==> config.mk <==
export PLATFORM = sky130hd
export DESIGN_NAME = reset_supervisor_watchdog
export DESIGN_NICKNAME = d
export VERILOG_FILES = /design/src/design/rsw_pkg.sv /design/src/design/debounce_filter.sv /design/src/design/reset_supervisor_watchdog.sv
export SDC_FILE = /design/constraint.sdc
export NUM_CORES = 1
export LEC_CHECK = 0
export ABC_AREA = 1
export BUFFER_PORTS_ARGS = -buffer_cell sky130_fd_sc_hd__buf_2
export CAP_MARGIN = 20
export CORE_ASPECT_RATIO = 1.75
export CORE_UTILIZATION = 40
export DETAILED_ROUTE_END_ITERATION = 7
export SETUP_SLACK_MARGIN = 0.4
export SLEW_MARGIN = 20
export SYNTH_ARGS = -nofsm -noshare
export SYNTH_HDL_FRONTEND = slang
export SYNTH_SLANG_ARGS = --single-unit
==> constraint.sdc <==
create_clock -name CLK_I -period 2.4 [get_ports CLK_I]
set_clock_uncertainty 0.15 [all_clocks]
set_input_delay 0.12 -clock CLK_I [delete_from_list [all_inputs] [get_ports CLK_I]]
set_output_delay 0.12 -clock CLK_I [all_outputs]
set_load 0.005 [all_outputs]
==> src/design/rsw_pkg.sv <==
// shared constants and types for the reset supervisor with watchdog
`default_nettype none
package rsw_pkg;
    localparam int unsigned CLK_KHZ         = 40000;
    // times as printed, in their own units
    localparam int unsigned STRETCH_MS      = 250;
    localparam int unsigned WD_GND_MS       = 150;
    localparam int unsigned WD_OPEN_MS      = 600;
    localparam int unsigned WD_SUPPLY_MS    = 1200;
    localparam int unsigned PB_MAX_MS       = 20;
    localparam int unsigned DEBOUNCE_MS     = 5;
    localparam int unsigned FAIL_DETECT_US  = 175;
    // derived cycle counts
    localparam int unsigned STRETCH_CYCLES  = STRETCH_MS * CLK_KHZ;
    localparam int unsigned WD_GND_CYCLES   = WD_GND_MS * CLK_KHZ;
    localparam int unsigned WD_OPEN_CYCLES  = WD_OPEN_MS * CLK_KHZ;
    localparam int unsigned WD_SUPPLY_CYCLES = WD_SUPPLY_MS * CLK_KHZ;
    localparam int unsigned PB_MAX_CYCLES   = PB_MAX_MS * CLK_KHZ;
    localparam int unsigned DEBOUNCE_CYCLES = DEBOUNCE_MS * CLK_KHZ;
    localparam int unsigned FAIL_DETECT_CYCLES = FAIL_DETECT_US * CLK_KHZ / 1000;
    localparam int unsigned COUNT_W         = 26;

    typedef logic [COUNT_W-1:0] count_type;

    typedef enum logic [1:0]
    {
        TSEL_GND    = 2'h0,
        TSEL_OPEN   = 2'h1,
        TSEL_SUPPLY = 2'h2
    } tsel_type;

    // gray along hold -> stretch -> run
    typedef enum logic [1:0]
    {
        PH_HOLD    = 2'h0,
        PH_STRETCH = 2'h1,
        PH_RUN     = 2'h3
    } phase_type;

    typedef struct packed
    {
        phase_type phase;
        count_type stretch;
        count_type wd;
        logic      kick_prev;
        logic      reset_out;
        logic      reset_oe_n;
        logic      drive_low;
    } sup_state_type;

    typedef struct packed
    {
        logic      pressed;
        count_type cnt;
    } deb_state_type;

    localparam logic KICK_PREV_RST = 1'h1;
endpackage : rsw_pkg
`default_nettype wire

==> src/design/debounce_filter.sv <==
// pushbutton debounce filter, active-low input, pressed level out
`default_nettype none
module debounce_filter
#(
    parameter int unsigned SETTLE_CYCLES = rsw_pkg::DEBOUNCE_CYCLES
)
(
    // clock and reset
    input  wire logic clk_i,
    input  wire logic arst_n_i,
    // button
    input  wire logic raw_n_i,
    output logic      pressed_o
);

    rsw_pkg::deb_state_type st;
    rsw_pkg::deb_state_type next_st;

    ////////////////////////////////////////////////////////////////////////
    always_comb
    begin
        next_st = st;
        // input must disagree with the filtered level for a full settle time
        if ((!raw_n_i) != st.pressed)
        begin
            if (st.cnt == rsw_pkg::count_type'(SETTLE_CYCLES - 1))
            begin
                next_st.pressed = !raw_n_i;
                next_st.cnt     = '0;
            end
            else
            begin
                next_st.cnt = st.cnt + 1'b1;
            end
        end
        else
        begin
            next_st.cnt = '0;
        end
    end

    always_ff @(posedge clk_i or negedge arst_n_i)
    begin
        if (!arst_n_i)
        begin
            st <= '0;
        end
        else
        begin
            st <= next_st;
        end
    end

    assign pressed_o = st.pressed;

    ////////////////////////////////////////////////////////////////////////
    a_debounce_hold : assert property (@(posedge clk_i) disable iff (!arst_n_i)
        (!st.pressed && raw_n_i) |=> !st.pressed)
        else $error("filtered press appeared while button was released");

endmodule : debounce_filter
`default_nettype wire

==> src/design/reset_supervisor_watchdog.sv <==
// reset supervisor: supply fail, pushbutton and watchdog reset sources
`default_nettype none
module reset_supervisor_watchdog
#(
    parameter int unsigned STRETCH_CYCLES   = rsw_pkg::STRETCH_CYCLES,
    parameter int unsigned WD_GND_CYCLES    = rsw_pkg::WD_GND_CYCLES,
    parameter int unsigned WD_OPEN_CYCLES   = rsw_pkg::WD_OPEN_CYCLES,
    parameter int unsigned WD_SUPPLY_CYCLES = rsw_pkg::WD_SUPPLY_CYCLES,
    parameter int unsigned DEBOUNCE_CYCLES  = rsw_pkg::DEBOUNCE_CYCLES
)
(
    // clock and reset
    input  wire logic       CLK_I,
    input  wire logic       ARST_N_I,
    // supply comparator results
    input  wire logic       SUPPLY_BELOW_HI_I,
    input  wire logic       SUPPLY_BELOW_LO_I,
    input  wire logic       SUPPLY_MARGIN_SELECT_I,
    // pushbutton and watchdog
    input  wire logic       PUSHBUTTON_RESET_N_I,
    input  wire logic       KICK_INPUT_I,
    input  wire logic [1:0] TIMEOUT_SELECT_I,
    // reset outputs
    output logic            RESET_O,
    output logic            RESET_N_O,
    output logic            RESET_N_OE_N_O
);

    rsw_pkg::sup_state_type st;
    rsw_pkg::sup_state_type next_st;
    logic                   pb_pressed;
    logic                   supply_fail;
    logic                   source_active;
    logic                   kick_fall;
    rsw_pkg::count_type     wd_last;

    ////////////////////////////////////////////////////////////////////////
    // last count of the selected watchdog period
    function automatic rsw_pkg::count_type timeout_last(input logic [1:0] sel);
        rsw_pkg::count_type r;
        r = rsw_pkg::count_type'(WD_OPEN_CYCLES - 1);
        // the unused code falls back to the middle range
        unique case (rsw_pkg::tsel_type'(sel))
            rsw_pkg::TSEL_GND:    r = rsw_pkg::count_type'(WD_GND_CYCLES - 1);
            rsw_pkg::TSEL_OPEN:   r = rsw_pkg::count_type'(WD_OPEN_CYCLES - 1);
            rsw_pkg::TSEL_SUPPLY: r = rsw_pkg::count_type'(WD_SUPPLY_CYCLES - 1);
            default:              r = rsw_pkg::count_type'(WD_OPEN_CYCLES - 1);
        endcase
        return r;
    endfunction : timeout_last

    ////////////////////////////////////////////////////////////////////////
    debounce_filter
    #(
        .SETTLE_CYCLES (DEBOUNCE_CYCLES)
    )
    u_debounce
    (
        .clk_i     (CLK_I),
        .arst_n_i  (ARST_N_I),
        .raw_n_i   (PUSHBUTTON_RESET_N_I),
        .pressed_o (pb_pressed)
    );

    ////////////////////////////////////////////////////////////////////////
    // tied margin gives the lower threshold
    assign supply_fail   = SUPPLY_MARGIN_SELECT_I ? SUPPLY_BELOW_LO_I : SUPPLY_BELOW_HI_I;
    assign source_active = supply_fail || pb_pressed;
    assign kick_fall     = st.kick_prev && !KICK_INPUT_I;
    assign wd_last       = timeout_last(TIMEOUT_SELECT_I);

    always_comb
    begin
        next_st           = st;
        next_st.kick_prev = KICK_INPUT_I;
        next_st.drive_low = 1'b0;
        unique case (st.phase)
            rsw_pkg::PH_HOLD:
            begin
                next_st.stretch = '0;
                next_st.wd      = '0;
                if (!source_active)
                begin
                    next_st.phase = rsw_pkg::PH_STRETCH;
                end
            end
            rsw_pkg::PH_STRETCH:
            begin
                next_st.wd = '0;
                if (source_active)
                begin
                    // a source coming back restarts the whole stretch
                    next_st.phase   = rsw_pkg::PH_HOLD;
                    next_st.stretch = '0;
                end
                else if (st.stretch == rsw_pkg::count_type'(STRETCH_CYCLES - 1))
                begin
                    next_st.phase     = rsw_pkg::PH_RUN;
                    next_st.reset_out = 1'b0;
                end
                else
                begin
                    next_st.stretch = st.stretch + 1'b1;
                end
            end
            rsw_pkg::PH_RUN:
            begin
                // no enable: only kicks keep this phase alive
                if (source_active)
                begin
                    next_st.phase     = rsw_pkg::PH_HOLD;
                    next_st.reset_out = 1'b1;
                    next_st.wd        = '0;
                end
                else if (kick_fall)
                begin
                    next_st.wd = '0;
                end
                else if (st.wd >= wd_last)
                begin
                    // select may shrink mid-count, so compare with >=
                    next_st.phase     = rsw_pkg::PH_STRETCH;
                    next_st.reset_out = 1'b1;
                    next_st.stretch   = '0;
                    next_st.wd        = '0;
                end
                else
                begin
                    next_st.wd = st.wd + 1'b1;
                end
            end
            default:
            begin
                next_st.phase     = rsw_pkg::PH_HOLD;
                next_st.reset_out = 1'b1;
            end
        endcase
        next_st.reset_oe_n = !next_st.reset_out;
    end

    always_ff @(posedge CLK_I or negedge ARST_N_I)
    begin
        if (!ARST_N_I)
        begin
            st.phase      <= rsw_pkg::PH_HOLD;
            st.stretch    <= '0;
            st.wd         <= '0;
            st.kick_prev  <= rsw_pkg::KICK_PREV_RST;
            st.reset_out  <= 1'b1;
            st.reset_oe_n <= 1'b0;
            st.drive_low  <= 1'b0;
        end
        else
        begin
            st <= next_st;
        end
    end

    assign RESET_O        = st.reset_out;
    assign RESET_N_O      = st.drive_low;
    assign RESET_N_OE_N_O = st.reset_oe_n;

    ////////////////////////////////////////////////////////////////////////
    // helper: cycles since the last source release while reset is held
    // follows the next reset level so that watchdog and source stretches count alike
    rsw_pkg::count_type quiet_len;
    always_ff @(posedge CLK_I or negedge ARST_N_I)
    begin
        if (!ARST_N_I)
        begin
            quiet_len <= '0;
        end
        else if (!next_st.reset_out || source_active)
        begin
            quiet_len <= '0;
        end
        else
        begin
            quiet_len <= quiet_len + 1'b1;
        end
    end

    a_fail_asserts : assert property (@(posedge CLK_I) disable iff (!ARST_N_I)
        supply_fail |=> RESET_O)
        else $error("supply fail did not assert reset next cycle");

    a_margin_pick : assert property (@(posedge CLK_I) disable iff (!ARST_N_I)
        (SUPPLY_MARGIN_SELECT_I && SUPPLY_BELOW_LO_I) |=> RESET_O && !RESET_N_OE_N_O)
        else $error("low threshold trip ignored");

    a_outputs_paired : assert property (@(posedge CLK_I) disable iff (!ARST_N_I)
        (RESET_N_OE_N_O == !RESET_O) && !RESET_N_O)
        else $error("reset outputs disagree");

    a_stretch_min : assert property (@(posedge CLK_I) disable iff (!ARST_N_I)
        $fell(RESET_O) |-> $past(quiet_len) == rsw_pkg::count_type'(STRETCH_CYCLES))
        else $error("reset released before full stretch");

    a_pb_response : assert property (@(posedge CLK_I) disable iff (!ARST_N_I)
        $rose(pb_pressed) |-> ##[0:1] RESET_O)
        else $error("debounced press did not assert reset");

    a_pb_holds : assert property (@(posedge CLK_I) disable iff (!ARST_N_I)
        pb_pressed |=> RESET_O && quiet_len == '0)
        else $error("stretch counted while button held");

    a_wd_cleared : assert property (@(posedge CLK_I) disable iff (!ARST_N_I)
        RESET_O |-> st.wd == '0)
        else $error("watchdog counted during reset");

    a_kick_restart : assert property (@(posedge CLK_I) disable iff (!ARST_N_I)
        (st.phase == rsw_pkg::PH_RUN && kick_fall && !source_active) |=> st.wd == '0 && !RESET_O)
        else $error("kick did not restart watchdog");

    a_wd_expiry : assert property (@(posedge CLK_I) disable iff (!ARST_N_I)
        (st.phase == rsw_pkg::PH_RUN && st.wd >= wd_last && !kick_fall) |=> RESET_O)
        else $error("watchdog expiry did not assert reset");

    a_wd_bound : assert property (@(posedge CLK_I) disable iff (!ARST_N_I)
        (st.phase == rsw_pkg::PH_RUN && $stable(TIMEOUT_SELECT_I)) |-> st.wd <= wd_last)
        else $error("watchdog count past selected period");

    a_release_full : assert property (@(posedge CLK_I) disable iff (!ARST_N_I)
        $fell(RESET_O) |-> st.wd == '0 ##1 (st.wd <= 26'h1))
        else $error("watchdog did not start from full period");

endmodule : reset_supervisor_watchdog
`default_nettype wire

==> results of run 1 <==
-- stage by stage --
step	util	total power (W)
2_1_floorplan	-	0.00149
3_5_place_dp	0.437	0.00154
6_report	0.503	0.00289
4_1_cts	0.484	0.00290
3_3_place_gp	0.437	0.00154
5_1_grt	0.503	0.00297
-- critical path, delay by kind of cell, from the launching register on --
kind                       cells  cell delay (ps)
and+or+nand+nor               11              960
adders and majority gates      1              310
DFF                            1              450
buffers and inverters          1              140
-- worst max path at each step --
stage                   startpoint     end  slack (ps)
6_report                    st[29]  st[41]         270
5_1_grt                     st[29]  st[49]         150
4_1_cts                     st[25]  st[33]         300
3_5_place_dp   TIMEOUT_SELECT_I[0]  st[38]         170
2_1_floorplan  TIMEOUT_SELECT_I[1]  st[51]         450
3_3_place_gp   TIMEOUT_SELECT_I[0]  st[39]         200
-- power groups by stage --
| stage | Combinational (W) | Sequential, W | Clock, W |
|---|---|---|---|
| floorplan | 0.0000337 | 0.00145 | 0 |
| global placement | 0.0000879 | 0.00145 | 0 |
| detailed placement | 0.0000891 | 0.00145 | 0 |
| CTS | 0.0000984 | 0.00142 | 0.00138 |
| global route | 0.000120 | 0.00143 | 0.00143 |
| finish | 0.000104 | 0.00143 | 0.00136 |
-- per-layer routing --
metal  vias to the layer above  GRT usage  wire length, µm
met3                        76     0.0309              533
li1                       2912          -                -
met2                       147      0.456             9550
met1                      2706      0.245             6360
met5                         -          0                0
met4                         0      0.159             1080
-- logic make-up (layout without fill, tap and decap cells) --
family,after synthesis,count (layout),synth area share
AND/OR/NAND/NOR,557,559,0.424
buffers and inverters,115,184,0.0786
flip-flops,84,84,0.359
AO/OA/AOI/OAI,44,44,0.0431
XOR/XNOR,36,36,0.0538
adder cells (fa/ha/maj),19,19,0.0406
other,1,1,0.000640
-- cells in the final DEF (no fill, tap or decap), types with 6 or more instances in the layout --
master and n:
sky130_fd_sc_hd__nor3_2 6, sky130_fd_sc_hd__o22ai_1 7, sky130_fd_sc_hd__buf_4 48, sky130_fd_sc_hd__nor4_1 9, sky130_fd_sc_hd__ha_1 9, sky130_fd_sc_hd__buf_6 6, sky130_fd_sc_hd__xor2_1 28, sky130_fd_sc_hd__xnor2_1 8
sky130_fd_sc_hd__ha_4 7, sky130_fd_sc_hd__nand3_1 65, sky130_fd_sc_hd__dfrtp_1 75, sky130_fd_sc_hd__a21oi_1 10, sky130_fd_sc_hd__nor3_1 32, sky130_fd_sc_hd__inv_1 94, sky130_fd_sc_hd__nor2_2 14, sky130_fd_sc_hd__clkbuf_16 9
sky130_fd_sc_hd__nand2_2 24, sky130_fd_sc_hd__buf_2 9, sky130_fd_sc_hd__o21ai_0 12, sky130_fd_sc_hd__dfrtp_2 7, sky130_fd_sc_hd__nor2_1 114, sky130_fd_sc_hd__nand4_1 36, sky130_fd_sc_hd__nand2_1 231
-- flip-flops by register name, summed over array words and instances (netlist names) --
register	cells
u_debounce.pressed_o	1
u_debounce.st	26
RESET_O	1
st	55
RESET_N_OE_N_O	1
-- final cells by class --
class | instances | area, µm² | share of cell area
flip-flops and latches | 84 | 2110 | 0.293
repair buffers | 72 | 626 | 0.0866
clock inverters | 4 | 33.8 | 0.00468
inverters | 97 | 364 | 0.0504
clock buffers | 11 | 243 | 0.0336
well taps | 180 | 225 | 0.0312
multi-input cells | 659 | 3620 | 0.501
-- timing repair --
action | 4_1_cts | 5_1_grt
setup endpoints to repair | 40 | 63
pin swaps | 14 | 16
setup buffers | 15 | 13
resized for setup | 43 | 43
hold buffers | 3 | 0
hold endpoints to repair | 42 | 0
gates cloned | 3 | 0
==> flow_summary.yaml, run 1 <==
critical_path:
  worst_ep_arrival_time_ps: 2220
  critical_path_class: "reg -> reg"
  reg2reg_from: "st[29]"
  slowest_delay_ps: 450
  critPathSlowestCell: "sky130_fd_sc_hd__dfrtp_2"
  worst_setup_path_end_kind: "register"
  ff2ff_setup_slack_ps: 270
  worstPathRequired_ps: 2490
  logic_depth_of_the_worst_register_to_register_path: 13
  critical_path.reg2reg.endpoint: "st[41]"
  critical_path_peak_fanout: 7
  worstPathCellList: "ha_4 > nand2_4 > nor2_4 > nand2_2 > nor2_2 > nand2_2 > nand3_4 > nand2_4 > nand2_8 > buf_12 > nand2_8 > nand2_1 > nand2_1"
  start_kind: "register"
worst_hold_path:
  worst_hold_path_type: "in -> async"
detailed_routing:
  detailroute.via_count: 5841
  final_antenna_net_count: 0
  avgViaCountPerCell: 5.28
  drt_pre_antenna_iters: 5
  drt-total-wl_um: 17500
  detail_route.wl_per_cell_um: 15.8
  dr.first_iter.drc_count: 255
  route.detailed.drc: 0
power:
  clockPowerShare: 0.470
  vdd_drop_max_v: 0.000367
  combinational_share_of_power: 0.036
  switching_share: 0.241
  internal_power_w: 0.00219
  power.switching_w: 0.000697
  ratio_of_total_power_to_cell_area_nw_per_um2: 400
  leak_pwr_nw: 3.22
  flop_pwr_share: 0.494
sta:
  rsz_0062_raised_after_global_routing: "yes"
  final_period_minus_worst_setup_slack_ps: 2130
  fmaxAchievable_mhz: 470
  final-hold-violation-count: 0
  finalCritPeriodShare: 0.887
  fin_ws_ps: 271
  worst_slew_margin_rel: 0.551
  final-max-slew-violation-count: 0
  tightest_slew_ps: 673
  finalSetupTns_ps: 0
  holdWs_ps: 177
  setup-violations-final: 0
logic_synthesis:
  synth.largest_area_cell: "sky130_fd_sc_hd__dfrtp_1"
  synthesized_nets: 884
  synth_area_leaders: "sky130_fd_sc_hd__dfrtp_1, sky130_fd_sc_hd__nand2_1, sky130_fd_sc_hd__nor2_1, sky130_fd_sc_hd__inv_1, sky130_fd_sc_hd__nand3_1"
  synth_seq_area_share: 0.359
  yosys.cell_count.top_type: "sky130_fd_sc_hd__nand2_1"
  post-synth-top-area-fraction: 0.350
  ys_warn_count: 0
  postSynthRegisterBits: 84
  synth-edff-count: 0
  synth.top_cells.by_count: "sky130_fd_sc_hd__nand2_1, sky130_fd_sc_hd__nor2_1, sky130_fd_sc_hd__inv_1, sky130_fd_sc_hd__dfrtp_1, sky130_fd_sc_hd__nand3_1"
  synth_flop_cell: "sky130_fd_sc_hd__dfrtp_1"
  synth.avg_cell_area_um2: 6.85
  synthCells: 856
  netlist-cell-type-count: 36
  mappedNetlistArea_um2: 5860
  asyncSetResetFlopFracSynth: 1.00
clock_tree:
  cts_tree: "yes"
  clk_path_buf_depth: 2
  total_clock_sinks: 84
  clock_tree.root_cell: "sky130_fd_sc_hd__clkbuf_16"
  tritoncts.num_buffers: 9
  clk_pin_slew_ps: 70
  clock_latency_ps: 350
  htreeDepth: 3
final_layout:
  insertedDiodeCount: 0
  final_net_count: 951
  post_route_standard_cell_area_excluding_fillers_um2: 7220
  finalNonFillerCells: 1107
  flow.area_growth_from_synthesis_pct: 23.2
  fillerInstances: 1448
  drive_above_1_share: 0.187
global_routing:
  groute.usage.overall: 0.243
  antenna_found_initial: 0
  vias_in_the_first_global_route: 5829
  overflow: 0
  global_route_wire_length_before_repair_um: 28200
  grt_max_degree: 45
floorplanning:
  floorplan.initialDensity: 0.408
  vertical_die_dimension_um: 162
  row_count: 58
  core-area_um2: 14400
  design.portCount: 12
  die_footprint_um2: 15200
  chipWidth_um: 93.5
place:
  gp_routability_congestion: 1.01
  dpl.cell_count: 1058
  detailed_place.area_um2: 6280
  dp_worst_setup_slack_ps: 172
  hpwlAfterDp_um: 12600
  numPortBuffers: 10
outcome:
  outcome: "finished, final reports clean"
job:
  cap_viol_max_count: 0
Note: power is estimated with default switching activity, not from simulation.
==> inputs of run 2 (changes only) <==
--- a/config.mk
+++ b/config.mk
@@ -5,7 +5,7 @@
 export SDC_FILE = /design/constraint.sdc
 export NUM_CORES = 1
 export LEC_CHECK = 0
-export ABC_AREA = 1
+export ABC_AREA = 0
 export BUFFER_PORTS_ARGS = -buffer_cell sky130_fd_sc_hd__buf_2
 export CAP_MARGIN = 20
 export CORE_ASPECT_RATIO = 1.75
==> flow_summary.yaml, run 2 <==
logic_synthesis:
  synth_area_leaders: "sky130_fd_sc_hd__dfrtp_1, sky130_fd_sc_hd__nand3_1, sky130_fd_sc_hd__nand2_1, sky130_fd_sc_hd__ha_1, sky130_fd_sc_hd__nor2_1"
  synth_flop_cell: "sky130_fd_sc_hd__dfrtp_1"
  synth-edff-count: 0
  synth.top_cells.by_count: "sky130_fd_sc_hd__dfrtp_1, sky130_fd_sc_hd__nand2_1, sky130_fd_sc_hd__nor2_1, sky130_fd_sc_hd__nand3_1, sky130_fd_sc_hd__a31oi_1"
  mappedNetlistArea_um2: 4840
  ys_warn_count: 0
  synth_seq_area_share: 0.435
  asyncSetResetFlopFracSynth: 1.00
  yosys.cell_count.top_type: "sky130_fd_sc_hd__dfrtp_1"
  synth.avg_cell_area_um2: 8.77
  synthesized_nets: 580
  synthCells: 552
  post-synth-top-area-fraction: 0.424
  postSynthRegisterBits: 84
  synth.largest_area_cell: "sky130_fd_sc_hd__dfrtp_1"
  netlist-cell-type-count: 53
sta:
  fin_ws_ps: -8.07
  final_period_minus_worst_setup_slack_ps: 2410
  final-max-slew-violation-count: 0
  finalCritPeriodShare: 1.00
  final-hold-violation-count: 0
  finalSetupTns_ps: -8.07
  fmaxAchievable_mhz: 415
  holdWs_ps: 19.1
  setup-violations-final: 1
  rsz_0062_raised_after_global_routing: "yes"
global_routing:
  groute.usage.overall: 0.225
  vias_in_the_first_global_route: 4661
  grt_max_degree: 85
  overflow: 0
  global_route_wire_length_before_repair_um: 22300
  antenna_found_initial: 0
detailed_routing:
  detail_route.wl_per_cell_um: 17.5
  detailroute.via_count: 4521
  final_antenna_net_count: 0
  route.detailed.drc: 0
  drt_pre_antenna_iters: 4
  avgViaCountPerCell: 5.89
  drt-total-wl_um: 13400
  dr.first_iter.drc_count: 274
final_layout:
  insertedDiodeCount: 0
  multiInputGateArea_um2: 3110
  final_cell_mix: "sky130_fd_sc_hd__dfrtp_1, sky130_fd_sc_hd__nand2_1, sky130_fd_sc_hd__nor2_1"
  largest-register: "st"
  finalNonFillerCells: 767
  flow.area_growth_from_synthesis_pct: 35.4
  final_net_count: 655
  fillerInstances: 1030
  register_area_um2: 2110
  layout_commonest_cell: "sky130_fd_sc_hd__dfrtp_1"
  drive_above_1_share: 0.301
  number_of_flip_flops_under_the_largest_register_name: 55
  top_regs: "st: 55 flops, u_debounce.st: 26 flops"
power:
  ratio_of_total_power_to_cell_area_nw_per_um2: 470
  finalPower_w: 0.00308
  leak_pwr_nw: 2.78
  vdd_drop_max_v: 0.000344
critical_path:
  start_kind: "register"
  critical_path_class: "reg -> reg"
  worst_ep_arrival_time_ps: 2500
  logic_depth_of_the_worst_register_to_register_path: 8
  critical_path_peak_fanout: 8
  ff2ff_setup_slack_ps: -8
  critical_path.reg2reg.endpoint: "st[29]"
  worst_setup_path_end_kind: "register"
  reg2reg_from: "st[13]"
  worstPathRequired_ps: 2490
floorplanning:
  floorplan.initialDensity: 0.416
  design.portCount: 12
  vertical_die_dimension_um: 148
  die_footprint_um2: 12600
  core-area_um2: 11600
  row_count: 52
  chipWidth_um: 85.2
clock_tree:
  clock_latency_ps: 340
  cts_tree: "yes"
  clk_pin_slew_ps: 70
  htreeDepth: 3
  clock_tree.root_cell: "sky130_fd_sc_hd__clkbuf_16"
  total_clock_sinks: 84
  clk_path_buf_depth: 2
  tritoncts.num_buffers: 9
outcome:
  outcome: "finished, violations left"
  violated_checks: "setup timing"
place:
  gp_routability_congestion: 0.842
  numPortBuffers: 10
  hpwlAfterDp_um: 9090
  dpl.cell_count: 726
job:
  cap_viol_max_count: 0
worst_hold_path:
  holdCritStartpoint: "SUPPLY_BELOW_HI_I"
  worst_hold_path_type: "in -> reg"
  hold_path_depth: 3
  hold_end: "st[56]"
[run 2: logic make-up after synthesis]
kind of cell | after synthesis | synth area share
AO/OA/AOI/OAI | 103 | 0.135
XOR/XNOR | 25 | 0.0452
adder cells (fa/ha/maj) | 19 | 0.0491
buffers and inverters | 41 | 0.0370
flip-flops | 84 | 0.435
multiplexers | 8 | 0.0165
other | 1 | 0.000775
AND/OR/NAND/NOR | 271 | 0.281
[run 2: how the worst max path moves through the flow]
stage	startpoint	to	slack, ps	depth (start not counted)
2_1_floorplan	st[47]	st[37]	30	7
3_3_place_gp	TIMEOUT_SELECT_I[0]	st[9]	-5	12
3_5_place_dp	TIMEOUT_SELECT_I[0]	st[9]	-40	12
4_1_cts	st[29]	st[9]	20	9
5_1_grt	st[13]	st[29]	-180	8
6_report	st[13]	st[29]	-8	8
[run 2: worst max-delay path, cell delays in order (launching register included)]
cell,delay (ps)
sky130_fd_sc_hd__dfrtp_1,380
sky130_fd_sc_hd__ha_1,290
sky130_fd_sc_hd__a31oi_1,210
sky130_fd_sc_hd__o31ai_1,120
sky130_fd_sc_hd__buf_4,150
sky130_fd_sc_hd__a22o_4,230
sky130_fd_sc_hd__or3_4,400
sky130_fd_sc_hd__buf_12,160
sky130_fd_sc_hd__o311ai_4,210
[run 2: what timing repair did]
action                                  in CTS  in global routing
cloned                                       1                  0
endpoints found under the hold margin       84                  0
setup buffers                               16                  5
pin swaps                                   34                 16
endpoints found under the setup margin      62                 81
hold buffers                                 3                  0
resized for setup                           65                 26
[run 2: layer usage]
layer	vias to the layer above	part of all wire	track usage
li1	2166	-	-
met1	2259	0.38	0.235
met2	66	0.56	0.420
met3	30	0.017	0.0296
met4	0	0.044	0.135
met5	-	0	0
[run 2: power by group]
group          internal, W  switching (W)
sequential         0.00142     0.00000623
combinational    0.0000411      0.0000670
clock             0.000950       0.000596
total              0.00241       0.000669
[run 2: area by class of cell]
cell class	count	share of cell area
clock buffer	10	0.0365
multi-input combinational	427	0.474
inverter	20	0.0115
clock inverter	6	0.0143
tap	135	0.0258
sequential	84	0.322
timing repair buffer	85	0.116
[run 2: metrics by stage]
| step | area, µm² | utilization | setup WS, ps |
|---|---|---|---|
| 5_1_grt | 6550 | 0.563 | -183 |
| 6_report | 6550 | 0.563 | -8.07 |
| 3_5_place_dp | 5530 | 0.474 | -44.8 |
| 3_3_place_gp | 5530 | 0.474 | -5.05 |
| 2_1_floorplan | 5050 | - | 34.9 |
| 4_1_cts | 6340 | 0.545 | 19.3 |
==> inputs of run 3 (changes only) <==
--- a/config.mk
+++ b/config.mk
@@ -11,8 +11,10 @@
 export CORE_ASPECT_RATIO = 1.75
 export CORE_UTILIZATION = 40
 export DETAILED_ROUTE_END_ITERATION = 7
+export PLACE_DENSITY = 0.62
 export SETUP_SLACK_MARGIN = 0.4
 export SLEW_MARGIN = 20
 export SYNTH_ARGS = -nofsm -noshare
 export SYNTH_HDL_FRONTEND = slang
+export SYNTH_HIERARCHICAL = 1
 export SYNTH_SLANG_ARGS = --single-unit
==> flow_summary.yaml, run 3 <==
outcome:
  outcome: "finished, violations left"
  violated_checks: "setup timing"
final_layout:
  drive_above_1_share: 0.342
  layout.core_utilization: 0.564
  largest-register: "st"
  final_cell_mix: "sky130_fd_sc_hd__dfrtp_1, sky130_fd_sc_hd__buf_4, sky130_fd_sc_hd__nand2_1"
  layout_commonest_cell: "sky130_fd_sc_hd__dfrtp_1"
  flow.area_growth_from_synthesis_pct: 37.4
  number_of_flip_flops_under_the_largest_register_name: 55
  top_regs: "st: 55 flops, u_debounce/st: 26 flops"
  post_route_standard_cell_area_excluding_fillers_um2: 6810
  final_net_count: 649
logic_synthesis:
  ys_warn_count: 6
  synthCells: 527
  synth.largest_area_cell: "sky130_fd_sc_hd__dfrtp_1"
  postSynthRegisterBits: 84
  synth_area_leaders: "sky130_fd_sc_hd__dfrtp_1, sky130_fd_sc_hd__ha_1, sky130_fd_sc_hd__nor2_1, sky130_fd_sc_hd__nand3_1, sky130_fd_sc_hd__xor2_1"
  synth-edff-count: 0
  synthesized_nets: 556
  post-synth-top-area-fraction: 0.414
  yosys.cell_count.top_type: "sky130_fd_sc_hd__dfrtp_1"
  synth.top_cells.by_count: "sky130_fd_sc_hd__dfrtp_1, sky130_fd_sc_hd__nor2_1, sky130_fd_sc_hd__nand2_1, sky130_fd_sc_hd__nand3_1, sky130_fd_sc_hd__a21oi_1"
  asyncSetResetFlopFracSynth: 1.00
  netlist-cell-type-count: 69
  synth_flop_cell: "sky130_fd_sc_hd__dfrtp_1"
  synth.avg_cell_area_um2: 9.41
  mappedNetlistArea_um2: 4960
  synth_seq_area_share: 0.424
sta:
  tightest_slew_ps: 881
  setup-violations-final: 27
  fin_ws_ps: -81.7
  final-hold-violation-count: 0
  worst_slew_margin_rel: 0.413
  finalCritPeriodShare: 1.03
  rsz_0062_raised_after_global_routing: "yes"
  final-max-slew-violation-count: 0
  final_period_minus_worst_setup_slack_ps: 2480
  fmaxAchievable_mhz: 403
clock_tree:
  cts_tree: "yes"
  clk_pin_slew_ps: 60
  total_clock_sinks: 84
  tritoncts.num_buffers: 9
  clk_path_buf_depth: 2
  htreeDepth: 3
  clock_tree.root_cell: "sky130_fd_sc_hd__clkbuf_16"
  clock_latency_ps: 340
floorplanning:
  core-area_um2: 12100
  chipWidth_um: 86.2
  die_footprint_um2: 12900
  design.portCount: 12
  row_count: 53
  vertical_die_dimension_um: 149
  floorplan.initialDensity: 0.411
power:
  ratio_of_total_power_to_cell_area_nw_per_um2: 433
  leak_pwr_nw: 2.79
  vdd_drop_max_v: 0.000401
  finalPower_w: 0.00295
critical_path:
  worstPathRequired_ps: 2500
  worst_ep_arrival_time_ps: 2580
  critical_path_class: "reg -> reg"
  worst_setup_path_end_kind: "register"
  critical_path_peak_fanout: 8
  start_kind: "register"
global_routing:
  antenna_found_initial: 1
  groute.usage.overall: 0.230
  overflow: 0
  vias_in_the_first_global_route: 4754
  grt_max_degree: 52
  global_route_wire_length_before_repair_um: 22900
place:
  numPortBuffers: 10
  hpwlAfterDp_um: 9420
  gp_routability_congestion: 0.825
  detailed_place.area_um2: 5710
worst_hold_path:
  worst_hold_path_type: "in -> reg"
detailed_routing:
  avgViaCountPerCell: 5.80
  dr.first_iter.drc_count: 172
  detail_route.wl_per_cell_um: 18.1
  drt_pre_antenna_iters: 4
  route.detailed.drc: 0
  drt-total-wl_um: 14300
  final_antenna_net_count: 0
  detailroute.via_count: 4586
job:
  cap_viol_max_count: 0
==> run 3: cell types whose count changed after synthesis, moves of 7 or more <==
cell                       delta
sky130_fd_sc_hd__a21oi_1      +8
sky130_fd_sc_hd__a31oi_1      -8
sky130_fd_sc_hd__and3_1       +7
sky130_fd_sc_hd__buf_2        +8
sky130_fd_sc_hd__clkbuf_1    -13
sky130_fd_sc_hd__mux2i_1      -7
sky130_fd_sc_hd__nand2_1     -31
sky130_fd_sc_hd__nand2b_1     +8
sky130_fd_sc_hd__nand3_1     -19
sky130_fd_sc_hd__nor2_1      -11
sky130_fd_sc_hd__xnor2_1      +7
==> run 3: repair_timing <==
item / CTS / global route
hold endpoints to repair: 35 / 0
pin swaps: 35 / 22
hold buffers: 3 / 0
buffers inserted: 14 / 7
setup endpoints to repair: 74 / 82
gates resized for setup: 71 / 28
gates cloned: 3 / 3
==> run 3: worst max-delay path, cell delays in order, from the launching register on <==
cell and delay (ps):
sky130_fd_sc_hd__dfrtp_1 430, sky130_fd_sc_hd__ha_1 300, sky130_fd_sc_hd__nand4_1 150, sky130_fd_sc_hd__buf_4 130
sky130_fd_sc_hd__a21oi_2 30, sky130_fd_sc_hd__a211o_1 290, sky130_fd_sc_hd__a211oi_4 210, sky130_fd_sc_hd__buf_6 170
sky130_fd_sc_hd__buf_12 110, sky130_fd_sc_hd__buf_16 120, sky130_fd_sc_hd__a41oi_2 100, sky130_fd_sc_hd__a31oi_1 180
==> run 3: routing by layer <==
| layer | share of wire | vias to the layer above | GRT usage |
|---|---|---|---|
| li1 | - | 2157 | - |
| met1 | 0.37 | 2313 | 0.236 |
| met2 | 0.57 | 71 | 0.438 |
| met3 | 0.018 | 45 | 0.0327 |
| met4 | 0.049 | 0 | 0.128 |
| met5 | 0 | - | 0 |
==> run 3: logic make-up after synthesis <==
logic type | count (synthesis) | share of synthesized area
multiplexers | 2 | 0.00479
adder cells (fa/ha/maj) | 20 | 0.0505
buffers and inverters | 34 | 0.0346
XOR/XNOR | 34 | 0.0600
AO/OA/AOI/OAI | 116 | 0.159
other | 1 | 0.000756
flip-flops | 84 | 0.424
AND/OR/NAND/NOR | 236 | 0.266
==> run 3: through the flow <==
stage | hold slack (ps) | setup TNS [ps] | cells | worst slack [ps]
2_1_floorplan | -326 | 0 | 527 | 165
3_5_place_dp | -33.5 | -5100 | 744 | -186
6_report | 13.3 | -1200 | 791 | -81.7
3_3_place_gp | -32.8 | -2130 | 744 | -118
4_1_cts | 17.0 | -210 | 780 | -45.2
5_1_grt | 23.6 | -6290 | 791 | -172
==> run 3: layout make-up <==
cell class | instances | area (µm²)
antenna | 1 | 2.50
tap | 165 | 206
fill | 1061 | 5260
inverter | 17 | 63.8
clock buffer | 14 | 264
multi-input combinational | 409 | 3190
clock inverter | 2 | 35.0
sequential | 84 | 2110
timing repair buffer | 99 | 937
==> run 3: worst paths after layout <==
kind | startpoint | slack [ps] | cells past startpoint | to
worst max-delay path | st[27] | -80 | 11 | st[27]
min in group asynchronous | ARST_N_I | 130 | 2 | st[45]
max in group asynchronous | ARST_N_I | 1300 | 3 | u_debounce/st[6]
worst min-delay path | SUPPLY_BELOW_LO_I | 10 | 3 | st[56]
worst max register to register | st[27] | -80 | 11 | st[27]
worst min register to register | st[29] | 420 | 2 | st[29]
==> run 3: power by group <==
part / internal [W] / switching, W / total, W
Clock: 0.000863 / 0.000545 / 0.00141
Sequential: 0.00142 / 0.00000838 / 0.00143
Combinational: 0.0000418 / 0.0000692 / 0.000111
Total: 0.00233 / 0.000623 / 0.00295
